<file path="src/serial_port_map.svh">
// Register offsets, field positions, reset values and timing counts of the serial port.
`ifndef SERIAL_PORT_MAP_SVH
`define SERIAL_PORT_MAP_SVH

`define SP_MODE_OFS    12'h8b0
`define SP_DESC_OFS    12'h74e

`define SP_GO_BIT      15
`define SP_LOOP_BIT    14
`define SP_INV_BIT     13
`define SP_PM_MSB      12
`define SP_PM_LSB      9
`define SP_EN_BIT      8
`define SP_PHASE_BIT   7
`define SP_LOW_MSB     6
`define SP_DONE_BIT    15
`define SP_DATA_MSB    7

`define SP_PM_RST      4'ha
`define SP_EN_RST      1'b1
`define SP_LOOP_RST    1'b0
`define SP_INV_RST     1'b0
`define SP_PHASE_RST   1'b0
`define SP_LOW_RST     7'h00

`define SP_HALF_LAST   4'hf
`define SP_GAP_FAST    4'h8
`define SP_GAP_MID     4'h4
`define SP_GAP_SLOW    4'h2
`define SP_PM_FAST_MAX 4'h3
`define SP_PM_MID_MAX  4'h7
`define SP_STRAP_WAIT  2'h3

`define SP_OP_ADDR16   8'h03
`define SP_OP_READ     3'b011
`define SP_OP_MIXED    3'b110
`define SP_FMT_ADDR8   2'h1
`define SP_FMT_MIXED   2'h2

`endif

</file>
<file path="src/serial_port_pkg.sv">
// Types used by the serial port master for its byte engine, sequencer and EEPROM formats.
package serial_port_pkg;
    typedef enum logic [1:0] {ENG_IDLE, ENG_SHIFT, ENG_GAP} eng_state_type;
    typedef enum logic [1:0] {SEQ_STRAP, SEQ_CMD, SEQ_DATA, SEQ_IDLE} seq_state_type;
    typedef enum logic [1:0] {FMT_ADDR16, FMT_ADDR8, FMT_MIXED} eeprom_fmt_type;
endpackage

</file>
<file path="src/prescale_divider.sv">
// Prescale divider producing one tick per half period of the serial clock.
module prescale_divider #(
    parameter int MOD_W = 4
) (
    // Clock and reset
    input  wire logic             ref_clk_i,
    input  wire logic             rstn_i,
    // Control
    input  wire logic             run_i,
    input  wire logic [MOD_W-1:0] modulus_i,
    // Tick
    output logic                  half_tick_o
);
    logic [MOD_W:0] cnt;
    wire  [MOD_W:0] limit = {modulus_i, 1'b1};

    // Half period is 2*(modulus+1) clocks, so a full bit is 4*(modulus+1).
    assign half_tick_o = run_i && (cnt == limit);

    always_ff @(posedge ref_clk_i or negedge rstn_i) begin
        if (!rstn_i) begin
            cnt <= '0;
        end else if (!run_i || half_tick_o) begin
            cnt <= '0;
        end else begin
            cnt <= cnt + 1'b1;
        end
    end

    tick_spacing_a:
    assert property (@(posedge ref_clk_i) disable iff (!rstn_i)
        half_tick_o |=> !half_tick_o) else $error("half ticks closer than two clocks");
endmodule

</file>
<file path="src/two_entry_buffer.sv">
// Two-entry buffer with valid and ready on both sides.
module two_entry_buffer #(
    parameter int WIDTH = 8
) (
    // Clock and reset
    input  wire logic             ref_clk_i,
    input  wire logic             rstn_i,
    // Filling side
    input  wire logic [WIDTH-1:0] in_data_i,
    input  wire logic             in_valid_i,
    output logic                  in_ready_o,
    // Draining side
    output logic      [WIDTH-1:0] out_data_o,
    output logic                  out_valid_o,
    input  wire logic             out_ready_i
);
    logic [WIDTH-1:0] slot1;
    logic [1:0]       count;
    wire              push = in_valid_i && in_ready_o;
    wire              pop  = out_valid_o && out_ready_i;

    assign in_ready_o  = (count != 2'd2);
    assign out_valid_o = (count != 2'd0);

    always_ff @(posedge ref_clk_i or negedge rstn_i) begin
        if (!rstn_i) begin
            out_data_o <= '0;
            slot1      <= '0;
            count      <= 2'd0;
        end else begin
            unique case ({push, pop})
                2'b10: begin
                    if (count == 2'd0) out_data_o <= in_data_i;
                    else slot1 <= in_data_i;
                    count <= count + 2'd1;
                end
                2'b01: begin
                    out_data_o <= slot1;
                    count      <= count - 2'd1;
                end
                2'b11: begin
                    if (count == 2'd1) begin
                        out_data_o <= in_data_i;
                    end else begin
                        out_data_o <= slot1;
                        slot1      <= in_data_i;
                    end
                end
                2'b00: ;
            endcase
        end
    end
endmodule

</file>
<file path="src/serial_port_master_eeprom_boot.sv">
// Serial port master with mode register, transfer descriptor and EEPROM boot reader.
`include "serial_port_map.svh"

// Overview of operation
// - Port is master, drives clock and selects.
// - Serial clock toggles only during a byte.
// - Gap of two to eight bits between bytes.
// - Bytes shift out most significant bit first.
// - Mode resets enabled with divide by 44.
// - Go bit starts exchange, clears after one clock.
// - Loopback feeds inverted transmit into receiver.
// - Polarity bit inverts clock idle and edges.
// - Divide ratio is four times prescale plus one.
// - Enable connects pins; clear holds port reset.
// - Phase bit selects clock start at beginning.
// - Phase and polarity reset to zero.
// - Descriptor holds done flag and data byte.
// - End writes byte, clears done, raises request.
// - After reset select EEPROM and load boot data.
// - Detect EEPROM addressing format, use its protocol.
// - Resource reads swap slave selects at byte boundaries.
// - Sixteen-bit format: opcode byte, address, then data.
// - Eight-bit format: high address, opcode, low address.
// - Mixed format: opcode 110, address, then data.
module serial_port_master_eeprom_boot
    import serial_port_pkg::*;
#(
    parameter int          BOOT_BYTES = 64,
    parameter int          SEL_W      = 4,
    parameter logic [15:0] BOOT_ADDR  = 16'h0000
) (
    // Clock and reset
    input  wire logic              ref_clk_i,
    input  wire logic              rstn_i,
    // Register access
    input  wire logic [11:0]       reg_addr_i,
    input  wire logic              reg_wr_i,
    input  wire logic [15:0]       reg_wdata_i,
    output logic      [15:0]       reg_rdata_o,
    // Transfer completion request
    output logic                   xfer_irq_o,
    // Serial pins
    output logic                   serial_port_clock_o,
    output logic                   serial_transmit_line_o,
    output logic                   serial_pins_oe_o,
    input  wire logic              serial_rx_pin_i,
    // EEPROM select and format strap
    output logic                   eeprom_select_n_o,
    input  wire logic [1:0]        eeprom_format_i,
    // Slave select lines
    input  wire logic [SEL_W-1:0]  port_enable_control_i,
    input  wire logic [SEL_W-1:0]  port_data_value_i,
    output logic      [SEL_W-1:0]  slave_select_lines_o,
    // On-demand resource read
    input  wire logic              pnp_req_i,
    input  wire logic [15:0]       pnp_addr_i,
    output logic                   pnp_busy_o,
    // Boot data stream
    output logic      [7:0]        boot_data_o,
    output logic                   boot_valid_o,
    input  wire logic              boot_ready_i,
    output logic                   boot_done_o
);
    localparam int CNT_W = $clog2(BOOT_BYTES + 1);

    // Mode register fields.
    logic                go_pulse;
    logic                loop_mode;
    logic                clock_polarity_flip;
    logic [3:0]          prescale_select;
    logic                port_en;
    logic                clock_phase_select;
    logic [6:0]          low_bits;

    // Descriptor fields.
    logic                desc_done;
    logic [7:0]          desc_data;

    // Synchronisers.
    logic                rx_meta;
    logic                rx_sync;
    logic [1:0]          fmt_meta;
    logic [1:0]          fmt_sync;

    // Byte engine.
    eng_state_type       eng_state;
    logic [3:0]          half_cnt;
    logic [4:0]          gap_cnt;
    logic [7:0]          tx_shreg;
    logic [7:0]          rx_shreg;
    logic                tx_bit;
    logic                sclk_out;
    logic                half_tick;

    // Boot and resource read sequencer.
    seq_state_type       seq_state;
    eeprom_fmt_type      fmt;
    logic [1:0]          strap_cnt;
    logic [1:0]          byte_idx;
    logic [15:0]         seq_addr;
    logic [CNT_W-1:0]    data_left;
    logic                pnp_run;
    logic                sel_override;
    logic                buf_in_ready;

    // Decoding.
    wire mode_hit  = (reg_addr_i == `SP_MODE_OFS);
    wire desc_hit  = (reg_addr_i == `SP_DESC_OFS);
    wire mode_wr   = reg_wr_i && mode_hit;
    wire desc_wr   = reg_wr_i && desc_hit;
    wire eng_idle  = (eng_state == ENG_IDLE);
    wire seq_idle  = (seq_state == SEQ_IDLE);
    wire lead      = !half_cnt[0];
    wire last_half = (half_cnt == `SP_HALF_LAST);
    wire eng_done  = half_tick && (eng_state == ENG_SHIFT) && last_half;
    wire host_done = eng_done && seq_idle;

    wire [15:0] mode_value = {go_pulse, loop_mode, clock_polarity_flip,
                              prescale_select, port_en, clock_phase_select, low_bits};
    wire [15:0] desc_value = {desc_done, 7'h00, desc_data};
    wire [15:0] rd_value   = mode_hit ? mode_value : (desc_hit ? desc_value : 16'h0000);

    // Loopback ignores the pin and sees the complement of the transmitter.
    wire rx_bit     = loop_mode ? ~tx_bit : rx_sync;
    wire sample_now = clock_phase_select ? !lead : lead;
    wire shift_now  = clock_phase_select ? lead : (!lead && !last_half);
    wire [7:0] rx_byte = sample_now ? {rx_shreg[6:0], rx_bit} : rx_shreg;

    // Faster prescale means a longer idle gap between bytes.
    wire [3:0] gap_bits = (prescale_select <= `SP_PM_FAST_MAX) ? `SP_GAP_FAST :
                          (prescale_select <= `SP_PM_MID_MAX) ? `SP_GAP_MID : `SP_GAP_SLOW;
    wire [4:0] gap_load = {gap_bits, 1'b0} - 5'd1;

    wire [1:0] cmd_last = (fmt == FMT_ADDR16) ? 2'd2 : 2'd1;

    // Command bytes of the three read formats, high bit of each byte first.
    function automatic logic [7:0] cmd_byte(eeprom_fmt_type f, logic [1:0] idx, logic [15:0] a);
        logic [7:0] b;
        logic [2:0] mixed_op;
        b = 8'h00;
        mixed_op = `SP_OP_MIXED;
        unique case (f)
            FMT_ADDR16: b = (idx == 2'd0) ? `SP_OP_ADDR16 :
                            (idx == 2'd1) ? a[15:8] : a[7:0];
            FMT_ADDR8:  b = (idx == 2'd0) ? {a[12:8], `SP_OP_READ} : a[7:0];
            FMT_MIXED:  b = (idx == 2'd0) ? {6'h00, mixed_op[2:1]} :
                                            {mixed_op[0], a[6:0]};
        endcase
        return b;
    endfunction

    wire seq_start  = eng_idle && port_en &&
                      ((seq_state == SEQ_CMD) || ((seq_state == SEQ_DATA) && buf_in_ready));
    wire host_start = go_pulse && eng_idle && seq_idle && port_en;
    wire pnp_take   = pnp_req_i && eng_idle && seq_idle && !go_pulse && port_en;
    wire eng_start  = seq_start || host_start;
    wire [7:0] eng_tx = (seq_state == SEQ_CMD) ? cmd_byte(fmt, byte_idx, seq_addr) :
                        (seq_state == SEQ_DATA) ? 8'h00 : desc_data;

    // Mode register; the go bit lives one clock only.
    always_ff @(posedge ref_clk_i or negedge rstn_i) begin
        if (!rstn_i) begin
            go_pulse            <= 1'b0;
            loop_mode           <= `SP_LOOP_RST;
            clock_polarity_flip <= `SP_INV_RST;
            prescale_select     <= `SP_PM_RST;
            port_en             <= `SP_EN_RST;
            clock_phase_select  <= `SP_PHASE_RST;
            low_bits            <= `SP_LOW_RST;
        end else begin
            go_pulse <= mode_wr && reg_wdata_i[`SP_GO_BIT];
            if (mode_wr) begin
                loop_mode           <= reg_wdata_i[`SP_LOOP_BIT];
                clock_polarity_flip <= reg_wdata_i[`SP_INV_BIT];
                prescale_select     <= reg_wdata_i[`SP_PM_MSB:`SP_PM_LSB];
                port_en             <= reg_wdata_i[`SP_EN_BIT];
                clock_phase_select  <= reg_wdata_i[`SP_PHASE_BIT];
                low_bits            <= reg_wdata_i[`SP_LOW_MSB:0];
            end
        end
    end

    // Descriptor; a host write in the completion cycle wins over the clear.
    always_ff @(posedge ref_clk_i or negedge rstn_i) begin
        if (!rstn_i) begin
            desc_done  <= 1'b0;
            desc_data  <= 8'h00;
            xfer_irq_o <= 1'b0;
        end else begin
            xfer_irq_o <= host_done;
            if (desc_wr) begin
                desc_done <= reg_wdata_i[`SP_DONE_BIT];
                desc_data <= reg_wdata_i[`SP_DATA_MSB:0];
            end else if (host_done) begin
                desc_done <= 1'b0;
                desc_data <= rx_byte;
            end
        end
    end

    // Read data and pin control come from flip-flops.
    always_ff @(posedge ref_clk_i or negedge rstn_i) begin
        if (!rstn_i) begin
            reg_rdata_o          <= 16'h0000;
            serial_pins_oe_o     <= 1'b0;
            slave_select_lines_o <= '0;
        end else begin
            reg_rdata_o          <= rd_value;
            serial_pins_oe_o     <= port_en;
            slave_select_lines_o <= sel_override ? port_data_value_i : port_enable_control_i;
        end
    end

    // The receive pin and the format strap come from outside the clock domain.
    always_ff @(posedge ref_clk_i or negedge rstn_i) begin
        if (!rstn_i) begin
            rx_meta  <= 1'b0;
            rx_sync  <= 1'b0;
            fmt_meta <= 2'h0;
            fmt_sync <= 2'h0;
        end else begin
            rx_meta  <= serial_rx_pin_i;
            rx_sync  <= rx_meta;
            fmt_meta <= eeprom_format_i;
            fmt_sync <= fmt_meta;
        end
    end

    prescale_divider #(
        .MOD_W (4)
    ) u_divider (
        .ref_clk_i   (ref_clk_i),
        .rstn_i      (rstn_i),
        .run_i       (port_en && !eng_idle),
        .modulus_i   (prescale_select),
        .half_tick_o (half_tick)
    );

    // Byte engine: sixteen half periods, then an idle gap.
    always_ff @(posedge ref_clk_i or negedge rstn_i) begin
        if (!rstn_i) begin
            eng_state <= ENG_IDLE;
            half_cnt  <= 4'h0;
            gap_cnt   <= 5'h00;
            tx_shreg  <= 8'h00;
            rx_shreg  <= 8'h00;
            tx_bit    <= 1'b0;
            sclk_out  <= 1'b0;
        end else if (!port_en) begin
            eng_state <= ENG_IDLE;
            half_cnt  <= 4'h0;
            tx_bit    <= 1'b0;
            sclk_out  <= clock_polarity_flip;
        end else begin
            unique case (eng_state)
                ENG_IDLE: begin
                    sclk_out <= clock_polarity_flip;
                    if (eng_start) begin
                        eng_state <= ENG_SHIFT;
                        half_cnt  <= 4'h0;
                        if (!clock_phase_select) begin
                            tx_bit   <= eng_tx[7];
                            tx_shreg <= {eng_tx[6:0], 1'b0};
                        end else begin
                            tx_shreg <= eng_tx;
                        end
                    end
                end
                ENG_SHIFT: begin
                    if (half_tick) begin
                        sclk_out <= ~sclk_out;
                        half_cnt <= half_cnt + 4'h1;
                        if (shift_now) begin
                            tx_bit   <= tx_shreg[7];
                            tx_shreg <= {tx_shreg[6:0], 1'b0};
                        end
                        if (sample_now) begin
                            rx_shreg <= {rx_shreg[6:0], rx_bit};
                        end
                        if (last_half) begin
                            eng_state <= ENG_GAP;
                            gap_cnt   <= gap_load;
                        end
                    end
                end
                ENG_GAP: begin
                    sclk_out <= clock_polarity_flip;
                    if (half_tick) begin
                        if (gap_cnt == 5'h00) eng_state <= ENG_IDLE;
                        else gap_cnt <= gap_cnt - 5'h01;
                    end
                end
                default: eng_state <= ENG_IDLE;
            endcase
        end
    end

    assign serial_port_clock_o    = sclk_out;
    assign serial_transmit_line_o = tx_bit;

    // Boot load after reset, then on-demand resource reads.
    always_ff @(posedge ref_clk_i or negedge rstn_i) begin
        if (!rstn_i) begin
            seq_state         <= SEQ_STRAP;
            fmt               <= FMT_ADDR16;
            strap_cnt         <= 2'h0;
            byte_idx          <= 2'h0;
            seq_addr          <= 16'h0000;
            data_left         <= '0;
            pnp_run           <= 1'b0;
            sel_override      <= 1'b0;
            eeprom_select_n_o <= 1'b1;
            boot_done_o       <= 1'b0;
        end else begin
            unique case (seq_state)
                SEQ_STRAP: begin
                    if (strap_cnt == `SP_STRAP_WAIT) begin
                        fmt <= (fmt_sync == `SP_FMT_ADDR8) ? FMT_ADDR8 :
                               (fmt_sync == `SP_FMT_MIXED) ? FMT_MIXED : FMT_ADDR16;
                        seq_state         <= SEQ_CMD;
                        byte_idx          <= 2'h0;
                        seq_addr          <= BOOT_ADDR;
                        data_left         <= CNT_W'(BOOT_BYTES - 1);
                        eeprom_select_n_o <= 1'b0;
                    end else begin
                        strap_cnt <= strap_cnt + 2'h1;
                    end
                end
                SEQ_CMD: begin
                    if (eng_done) begin
                        byte_idx <= byte_idx + 2'h1;
                        if (byte_idx == cmd_last) seq_state <= SEQ_DATA;
                    end
                end
                SEQ_DATA: begin
                    // Continuous read: no new address between data bytes.
                    if (eng_done) begin
                        if (data_left == '0) begin
                            seq_state         <= SEQ_IDLE;
                            eeprom_select_n_o <= 1'b1;
                            sel_override      <= 1'b0;
                            pnp_run           <= 1'b0;
                            boot_done_o       <= 1'b1;
                        end else begin
                            data_left <= data_left - 1'b1;
                        end
                    end
                end
                SEQ_IDLE: begin
                    if (pnp_take) begin
                        seq_state         <= SEQ_CMD;
                        byte_idx          <= 2'h0;
                        seq_addr          <= pnp_addr_i;
                        data_left         <= '0;
                        pnp_run           <= 1'b1;
                        sel_override      <= 1'b1;
                        eeprom_select_n_o <= 1'b0;
                    end
                end
            endcase
        end
    end

    assign pnp_busy_o = pnp_run;

    // The stream stalls the read once the receiver has let both buffer entries fill.
    two_entry_buffer #(
        .WIDTH (8)
    ) u_boot_buffer (
        .ref_clk_i   (ref_clk_i),
        .rstn_i      (rstn_i),
        .in_data_i   (rx_byte),
        .in_valid_i  (eng_done && (seq_state == SEQ_DATA)),
        .in_ready_o  (buf_in_ready),
        .out_data_o  (boot_data_o),
        .out_valid_o (boot_valid_o),
        .out_ready_i (boot_ready_i)
    );

    go_self_clear_a:
    assert property (@(posedge ref_clk_i) disable iff (!rstn_i)
        go_pulse |=> !go_pulse) else $error("go bit stayed set");

    clock_idle_a:
    assert property (@(posedge ref_clk_i) disable iff (!rstn_i)
        (eng_state != ENG_SHIFT) && $past(eng_state != ENG_SHIFT)
        |-> sclk_out == $past(clock_polarity_flip)) else $error("serial clock not idle");

    byte_gap_a:
    assert property (@(posedge ref_clk_i) disable iff (!rstn_i)
        $fell(eng_state == ENG_SHIFT) |-> (eng_state != ENG_SHIFT)[*8]) else $error("gap too short");

    msb_first_a:
    assert property (@(posedge ref_clk_i) disable iff (!rstn_i)
        eng_start && !clock_phase_select && port_en |=> tx_bit == $past(eng_tx[7]))
        else $error("first bit not msb");

    loop_sample_a:
    assert property (@(posedge ref_clk_i) disable iff (!rstn_i)
        half_tick && sample_now && loop_mode && port_en && (eng_state == ENG_SHIFT)
        |=> rx_shreg[0] == ~$past(tx_bit)) else $error("loopback bit wrong");

    done_clear_a:
    assert property (@(posedge ref_clk_i) disable iff (!rstn_i)
        host_done && !desc_wr |=> !desc_done && xfer_irq_o) else $error("completion not flagged");

    disable_hold_a:
    assert property (@(posedge ref_clk_i) disable iff (!rstn_i)
        !port_en |=> (eng_state == ENG_IDLE) && !serial_pins_oe_o) else $error("port active while off");

    select_hold_a:
    assert property (@(posedge ref_clk_i) disable iff (!rstn_i)
        (seq_state == SEQ_CMD) || (seq_state == SEQ_DATA) |-> !eeprom_select_n_o)
        else $error("eeprom select dropped mid read");
endmodule

</file>
<file path="config.mk">
export PLATFORM = sky130hd
export DESIGN_NAME = serial_port_master_eeprom_boot
export DESIGN_NICKNAME = d
export VERILOG_FILES = /design/src/serial_port_pkg.sv /design/src/prescale_divider.sv /design/src/two_entry_buffer.sv /design/src/serial_port_master_eeprom_boot.sv
export VERILOG_INCLUDE_DIRS = /design/src
export SDC_FILE = /design/constraint.sdc
export NUM_CORES = 1
export LEC_CHECK = 0
export BUFFER_PORTS_ARGS = -buffer_cell sky130_fd_sc_hd__buf_2
export CORE_ASPECT_RATIO = 0.9
export CORE_MARGIN = 10
export CORE_UTILIZATION = 58
export CTS_CLUSTER_SIZE = 40
export DETAILED_ROUTE_END_ITERATION = 6
export PLACE_DENSITY = 0.78
export SLEW_MARGIN = 40
export SYNTH_ARGS = -nofsm -noshare
export SYNTH_HDL_FRONTEND = slang
export SYNTH_SLANG_ARGS = --single-unit
</file>
<file path="constraint.sdc">
create_clock -name ref_clk_i -period 2.7 [get_ports ref_clk_i]
set_input_delay 0.27 -clock ref_clk_i [delete_from_list [all_inputs] [get_ports ref_clk_i]]
set_output_delay 0.27 -clock ref_clk_i [all_outputs]
set_load 0.02 [all_outputs]
</file>
==> summary.txt, run 1 <==
Setup path
  • Cells along the critical path: ha_1 > and3_1 > nand2_1 > nor3_2 > nand2_1 > inv_1 > ha_1 > a21oi_2 > nor2_4 > o2bb2ai_1 > mux2_2
  • CP max FO: 8
  • CP arrival: 2.81 ns
  • Cell at the slowest stage of the critical path: dfrtp_1
  • CP Launch Type: register
  • Critical Path RT: 3.02 ns
  • Max incr delay on CP: 0.43 ns
  • Critical Path End Type: register
  • Crit Path Category: reg2reg

Logic synthesis
  • EDFF count, synth: 0
  • Cell count after synthesis: 664
  • Post-Synthesis Cell Area: 6970 µm²
  • YS warnings: 0
  • Sequential area share after synthesis: 50.0%
  • Synth unique cells: 66
  • Post-Syn Nets: 747
  • Synthesized area per cell: 10.5 µm²
  • Post-synth ARST share: 100%
  • Top_reg_cell synth: dfrtp_1
  • Register bit total from synthesis: 139

STA
  • Final Max Tran Viols: 0
  • Slew HR: 48.7%
  • Tcrit/Tclk final: 92.2%
  • RSZ-0062 raised after global routing: no
  • Minimum clock period: 2.49 ns
  • Final Hold Viols: 0
  • Final worst slack: 0.211 ns
  • Worst slew pin tran: 0.767 ns
  • Final setup vio count: 0
  • F_max: 402 MHz
  • Worst Clk Skew: 0.00985 ns

Die
  • Die area: 16,800 µm²
  • Initial Utilization: 60.2%
  • Die height: 124 µm
  • Io pins: 96
  • # rows: 37
  • Die Width: 136 µm
  • Core area: 11,600 µm²

Finish
  • Commonest non-fill, non-tap cell in the layout: dfrtp_1
  • Most frequent cells in the layout: dfrtp_1, buf_2, nand2_1
  • Ant diodes: 0
  • Area Growth Syn to Fin: 19.6%
  • Finished Layout Cells: 939
  • Share of layout cells above drive strength 1: 25.2%
  • Nets: 853

Clocking
  • Worst-path clk slew: 0.06 ns
  • Clock net sink count: 139
  • Clock root buffer: clkbuf_16
  • TritonCTS Buffers: 17
  • CTS max path bufs: 2
  • H-tree levels: 4
  • CTS tree: built
  • Skew-Pair Late Insertion Delay: 0.43 ns

Placed design
  • Gpl congestion: 0.921
  • DPL Wire Length: 12,200 µm
  • Cells after DPL: 902
  • PortBufs: 95
  • Pre-CTS setup slack: -0.0370 ns

GRT
  • Total track usage: 21.3%
  • Vias in the first global route: 5,795
  • GRT overflow: 0
  • Largest net degree at the start of global routing: 69
  • Initial antenna violation count: 0
  • Global-route wire length before repair: 28,800 µm

Worst hold path
  • Worst Hold Class: in2reg

Route
  • Starting DRC count in detailed routing: 420
  • Vias per cell: 6.01
  • Iteration count of the initial detailed-routing pass: 6
  • DRT antenna net count: 0
  • WL final: 17,400 µm
  • Post-route DRC: 0
  • Routed wire per std cell: 18.5 µm
  • Vias: 5,645

Power
  • Pleak: 3.92 nW
  • Power, Total: 4.89 mW
  • Pwr per Cell Area: 587 nW/µm²
  • Peak VDD IR: 443 µV

Outcome
  • Run status: complete, no violations

Flow run
  • Max Cap Viol: 0
==> worst max-delay path: cells and delay by family (launching register included) <==
kind	cells	cell delay, ns
AND/OR/NAND/NOR	5	0.71
adder cells (fa/ha/maj)	2	0.51
flip-flops	1	0.43
AO/OA/AOI/OAI	2	0.38
multiplexers	1	0.27
buffers and inverters	1	0.08
==> sequential cells by signal, summed over array words and instances, names as in the netlist, 4 cells and up <==
signal and flops:
seq_addr 16, tx_shreg 8, low_bits 7, data_left 7
prescale_select 4, u_boot_buffer.out_data_o 8, slave_select_lines_o 4, gap_cnt 5
u_boot_buffer.slot1 8, u_divider.cnt 5, reg_rdata_o 16, desc_data 8
rx_shreg 8, half_cnt 4
==> what timing repair did <==
action | CTS | global route
hold buffers | 4 | 0
hold endpoints to repair | 67 | 0
resized for setup | 1 | 3
buffers inserted | 1 | 0
setup endpoints to repair | 11 | 9
pin swaps | 1 | 0
==> final cells by class <==
type | instances | area [µm²]
Inverter | 25 | 93.8
Clock inverter | 13 | 143
Timing Repair Buffer | 120 | 692
Multi-Input combinational cell | 467 | 3270
Fill cell | 850 | 3250
Clock buffer | 19 | 453
Sequential cell | 139 | 3480
Tap cell | 156 | 195
==> metal layers <==
layer / vias to the layer above / track usage [%] / wire length, µm
met5: - / 0 / 0
met4: 0 / 7.73 / 374
met3: 34 / 6.44 / 1210
met2: 210 / 34.9 / 8410
met1: 2751 / 26.5 / 7360
li1: 2650 / - / -
==> cells in the mapped netlist (5+ instances only) <==
cell       number  share of area [%]
o2bb2ai_1       8                1.0
o211ai_1       12                1.3
and2_1         19                1.7
o22ai_1         8               0.72
nor2b_1         6               0.54
clkbuf_1       19                1.0
nand2_1        56                3.0
dfrtp_1       135                 49
mux2i_1        16                2.3
nand3_1        11               0.79
and3_1          6               0.54
a21boi_0        5               0.54
a21oi_1        26                1.9
buf_2          12               0.86
nand2b_1       13                1.2
a22o_1         29                3.6
a41o_1          5               0.72
a31oi_1        10               0.90
nand4_1         9               0.81
ha_1           23                4.1
a21o_1          5               0.54
inv_1          25                1.3
o31ai_1        14                1.5
mux2_2         30                4.8
o21ai_0        28                2.0
xnor2_1         7               0.88
nor3_1         13               0.93
nor2_1         44                2.4
==> logic make-up (layout without fill, tap and decap cells) <==
logic type,Yosys count,count (layout),share of synthesized area [%]
simple gates,212,212,16.0
mux,46,46,7.15
fa+ha+maj,23,23,4.13
buf+inv,58,177,3.36
compound gates,176,176,18.1
flops,139,139,50.0
xor+xnor,10,10,1.26
==> power breakdown <==
part | leakage (nW) | internal (mW) | total [mW] | switching, mW
registers | 1.84 | 2.13 | 2.15 | 0.0273
logic | 1.81 | 0.161 | 0.399 | 0.238
clock network | 0.278 | 1.41 | 2.33 | 0.922
==> worst paths after layout <==
check | startpoint | to | slack, ns | cells past startpoint
worst max-delay path | half_cnt[0] | u_boot_buffer.out_data_o[5] | 0.21 | 11
worst min-delay path | pnp_addr_i[15] | seq_addr[15] | 0.05 | 2
worst max register to register | half_cnt[0] | u_boot_buffer.out_data_o[5] | 0.21 | 11
worst min register to register | fmt_meta[0] | fmt_sync[0] | 0.35 | 0
max in group asynchronous | rstn_i | eeprom_select_n_o | 1.48 | 3
min in group asynchronous | rstn_i | gap_cnt[4] | 0.41 | 2
==> metrics by stage <==
stage | hold slack [ns] | setup TNS, ns | area [µm²] | utilization (%)
6_report | 0.0528 | 0 | 8330 | 72.0
3_5_place_dp | 0.310 | -0.144 | 7670 | 66.3
5_1_grt | 0.0545 | 0 | 8330 | 72.0
4_1_cts | 0.0504 | 0 | 8310 | 71.8
2_1_floorplan | -0.0256 | 0 | 6970 | -
3_3_place_gp | 0.304 | 0 | 7660 | 66.2
Note: power is estimated with default switching activity, not from simulation.
==> run 2: changes to the inputs <==
--- a/config.mk
+++ b/config.mk
@@ -6,8 +6,8 @@
 export SDC_FILE = /design/constraint.sdc
 export NUM_CORES = 1
 export LEC_CHECK = 0
+export ABC_AREA = 0
 export BUFFER_PORTS_ARGS = -buffer_cell sky130_fd_sc_hd__buf_2
-export CORE_ASPECT_RATIO = 0.9
 export CORE_MARGIN = 10
 export CORE_UTILIZATION = 58
 export CTS_CLUSTER_SIZE = 40
==> run 2 against run 1 <==
- worst hold slack improved by 0.0064 ns
- sequential share of layout area is 0.088 points higher
- sequential cell count did not move
- total power fell by 1.4%
- wire length is 0.42% lower
- largest power group unchanged
- highest routed layer unchanged
==> summary.txt, run 2 (synthesis results as in run 1) <==
Power
  • Pleak: 3.94 nW (+0.55%)
  • Reg power frac: 44.7% (+0.6 points)
  • P_sw: 1.16 mW (-2.5%)
  • Switching Fraction: 24.0% (-0.27 points)
  • Pwr per Cell Area: 580 nW/µm² (-1.2%)
  • Clock Power Share: 46.9% (-0.8 points)
  • Power Internal: 3.66 mW (-1.0%)
  • Logic pwr share: 8.3% (about the same)
  • Peak VDD IR: 560 µV (+26%)

GRT
  • Global-route wire length before repair: 28,800 µm (+0.26%)
  • GRT overflow: 0 (unchanged)
  • Largest net degree at the start of global routing: 71 (+2.9%)
  • Initial antenna violation count: 0 (unchanged)
  • Total track usage: 21.3% (about the same)
  • Vias in the first global route: 5,725 (-1.2%)

STA
  • Slew HR: 50.4% (+1.6 points)
  • Worst Clk Skew: 0.00568 ns (-0.00417 ns)
  • Final Max Tran Viols: 0 (unchanged)
  • RSZ-0062 raised after global routing: no
  • F_max: 386 MHz (-4.0%)
  • Worst slew pin tran: 0.743 ns (-0.0243 ns)
  • Tcrit/Tclk final: 96.0% (+3.8 points)
  • Minimum clock period: 2.59 ns (+0.103 ns)
  • Final setup vio count: 0 (unchanged)
  • Final Hold Viols: 0 (unchanged)
  • Final worst slack: 0.108 ns (-0.103 ns)

Route
  • DRT antenna net count: 0 (unchanged)
  • Iteration count of the initial detailed-routing pass: 5 (-1)
  • WL final: 17,300 µm (-0.42%)
  • Starting DRC count in detailed routing: 449 (+6.9%)
  • Post-route DRC: 0 (unchanged)
  • Vias: 5,703 (+1.0%)
  • Vias per cell: 6.14 (+2.1%)
  • Routed wire per std cell: 18.6 µm (+0.65%)

Clocking
  • Skew-Pair Late Insertion Delay: 0.42 ns (about the same)
  • CTS max path bufs: 2 (unchanged)
  • Worst-path clk slew: 0.06 ns (about the same)
  • TritonCTS Buffers: 17 (unchanged)
  • Clock root buffer: clkbuf_16
  • H-tree levels: 4 (unchanged)
  • Clock net sink count: 139 (unchanged)
  • CTS tree: built

Finish
  • Area Growth Syn to Fin: 19.3%
  • Commonest non-fill, non-tap cell in the layout: dfrtp_1
  • Layout fillers: 816 (-4.0%)
  • Share of layout cells above drive strength 1: 24.9% (-0.22 points)
  • Top flop regs: reg_rdata_o: 16 flops, seq_addr: 16 flops
  • Most frequent cells in the layout: dfrtp_1, buf_2, nand2_1
  • Final core occ: 71.9% (-0.097 points)
  • Ant diodes: 0 (unchanged)
  • Nets: 856 (+0.35%)

Setup path
  • Worst R2R Setup Slack: 0.11 ns (-0.10 ns)
  • Cells along the critical path: ha_1 > and3_1 > nand2_1 > nor3_2 > nand2_1 > inv_1 > ha_1 > a21oi_1 > nor2_4 > o2bb2ai_1 > mux2_2
  • Cell at the slowest stage of the critical path: dfrtp_1
  • Reg2Reg Launch Point: half_cnt[0]
  • R2R cell count: 11 (unchanged)
  • Setup crit end: u_boot_buffer.out_data_o[3]
  • Critical Path End Type: register
  • Max incr delay on CP: 0.42 ns (about the same)
  • Worst Setup SP: half_cnt[0]
  • CP max FO: 8 (unchanged)
  • RR Endpoint: u_boot_buffer.out_data_o[3]
  • Critical Path RT: 3.01 ns (about the same)
  • CP Launch Type: register
  • CP arrival: 2.90 ns (+0.09 ns)
  • Crit Path Category: reg2reg

Die
  • Core area: 11,600 µm² (about the same)
  • Initial Utilization: 60.2% (about the same)
  • Die height: 130 µm (+4.5%)
  • Die area: 16,800 µm² (about the same)
  • Io pins: 96 (unchanged)
  • # rows: 39 (+5.4%)
  • Die Width: 130 µm (-4.4%)

Placed design
  • Gpl congestion: 0.910 (-1.3%)
  • Pre-CTS setup slack: -0.164 ns (-0.127 ns)
  • DPL Wire Length: 12,600 µm (+3.2%)
  • PortBufs: 95 (unchanged)

Outcome
  • Run status: complete, no violations

Flow run
  • Max Cap Viol: 0 (unchanged)

Worst hold path
  • Worst Hold Class: in2reg
## run 2: changes by cell type in the layout (fill, tap and decap cells not counted)
| cell | change |
|---|---|
| clkinvlp_4 | -5 |
| buf_4 | +3 |
| clkbuf_1 | +3 |
| clkbuf_8 | +2 |
| a21oi_1 | +1 |
| a21oi_2 | -1 |
| bufinv_16 | -1 |
| clkinv_4 | +1 |
## run 2: power by group through the flow
stage	registers (mW)	clock network, mW	logic [mW]
after floorplan	2.20	0	0.199
after global placement	2.19	0	0.368
after detailed placement	2.19	0	0.384
after CTS	2.15	2.28	0.396
after global routing	2.16	2.37	0.440
final	2.15	2.26	0.402
## run 2: layout make-up
type / instances / area (µm²) / area share (%)
sequential: 139 / 3480 / 41.9
clock buffer: 24 / 492 / 5.92
tap: 143 / 179 / 2.15
inverter: 25 / 93.8 / 1.13
multi-input combinational: 467 / 3260 / 39.3
timing repair buffer: 123 / 714 / 8.60
clock inverter: 8 / 83.8 / 1.01
## run 2: critical path, delay by kind of cell, from the launching register on
family                   cells  cell delay, ns
AND/OR/NAND/NOR              5            0.75
adder cells (fa/ha/maj)      2            0.52
flip-flops                   1            0.42
AO/OA/AOI/OAI                2            0.40
multiplexers                 1            0.28
buffers and inverters        1            0.11
## run 2: worst min path at each step
| stage | slack [ns] | startpoint | cells past startpoint | to |
|---|---|---|---|---|
| 6_report | 0.06 | pnp_addr_i[7] | 2 | seq_addr[7] |
| 4_1_cts | 0.05 | reg_wdata_i[3] | 3 | desc_data[3] |
| 3_5_place_dp | 0.32 | rstn_i | 1 | u_divider.cnt[0] |
| 2_1_floorplan | -0.03 | rstn_i | 0 | boot_done_o |
| 5_1_grt | 0.06 | pnp_addr_i[15] | 2 | seq_addr[15] |
| 3_3_place_gp | 0.32 | rstn_i | 1 | reg_rdata_o[9] |
## run 2: metal layers
metal	vias to the layer above	GRT usage, %	wire [µm]
met5	-	0	0
met4	0	8.40	303
met3	28	5.42	1100
met2	185	33.8	8300
met1	2845	27.6	7580
li1	2645	-	-
## run 2: per-stage QoR
step / power (mW) / hold WS [ns] / setup TNS, ns / std cells / area, µm²
after detailed placement: 2.57 / 0.320 / -1.02 / 892 / 7670
after floorplan: 2.40 / -0.0256 / 0 / 664 / 6970
after CTS: 4.82 / 0.0481 / 0 / 929 / 8300
after global placement: 2.55 / 0.316 / 0 / 892 / 7670
after global routing: 4.97 / 0.0555 / 0 / 929 / 8310
final: 4.82 / 0.0592 / 0 / 929 / 8310
## run 2: what timing repair did
| item | in CTS | in global routing |
|---|---|---|
| endpoints found under the hold margin | 68 | 0 |
| pin swaps | 1 | 0 |
| setup endpoints to repair | 16 | 16 |
| setup buffers | 1 | 0 |
| hold buffers | 4 | 0 |
| resized for setup | 1 | 2 |
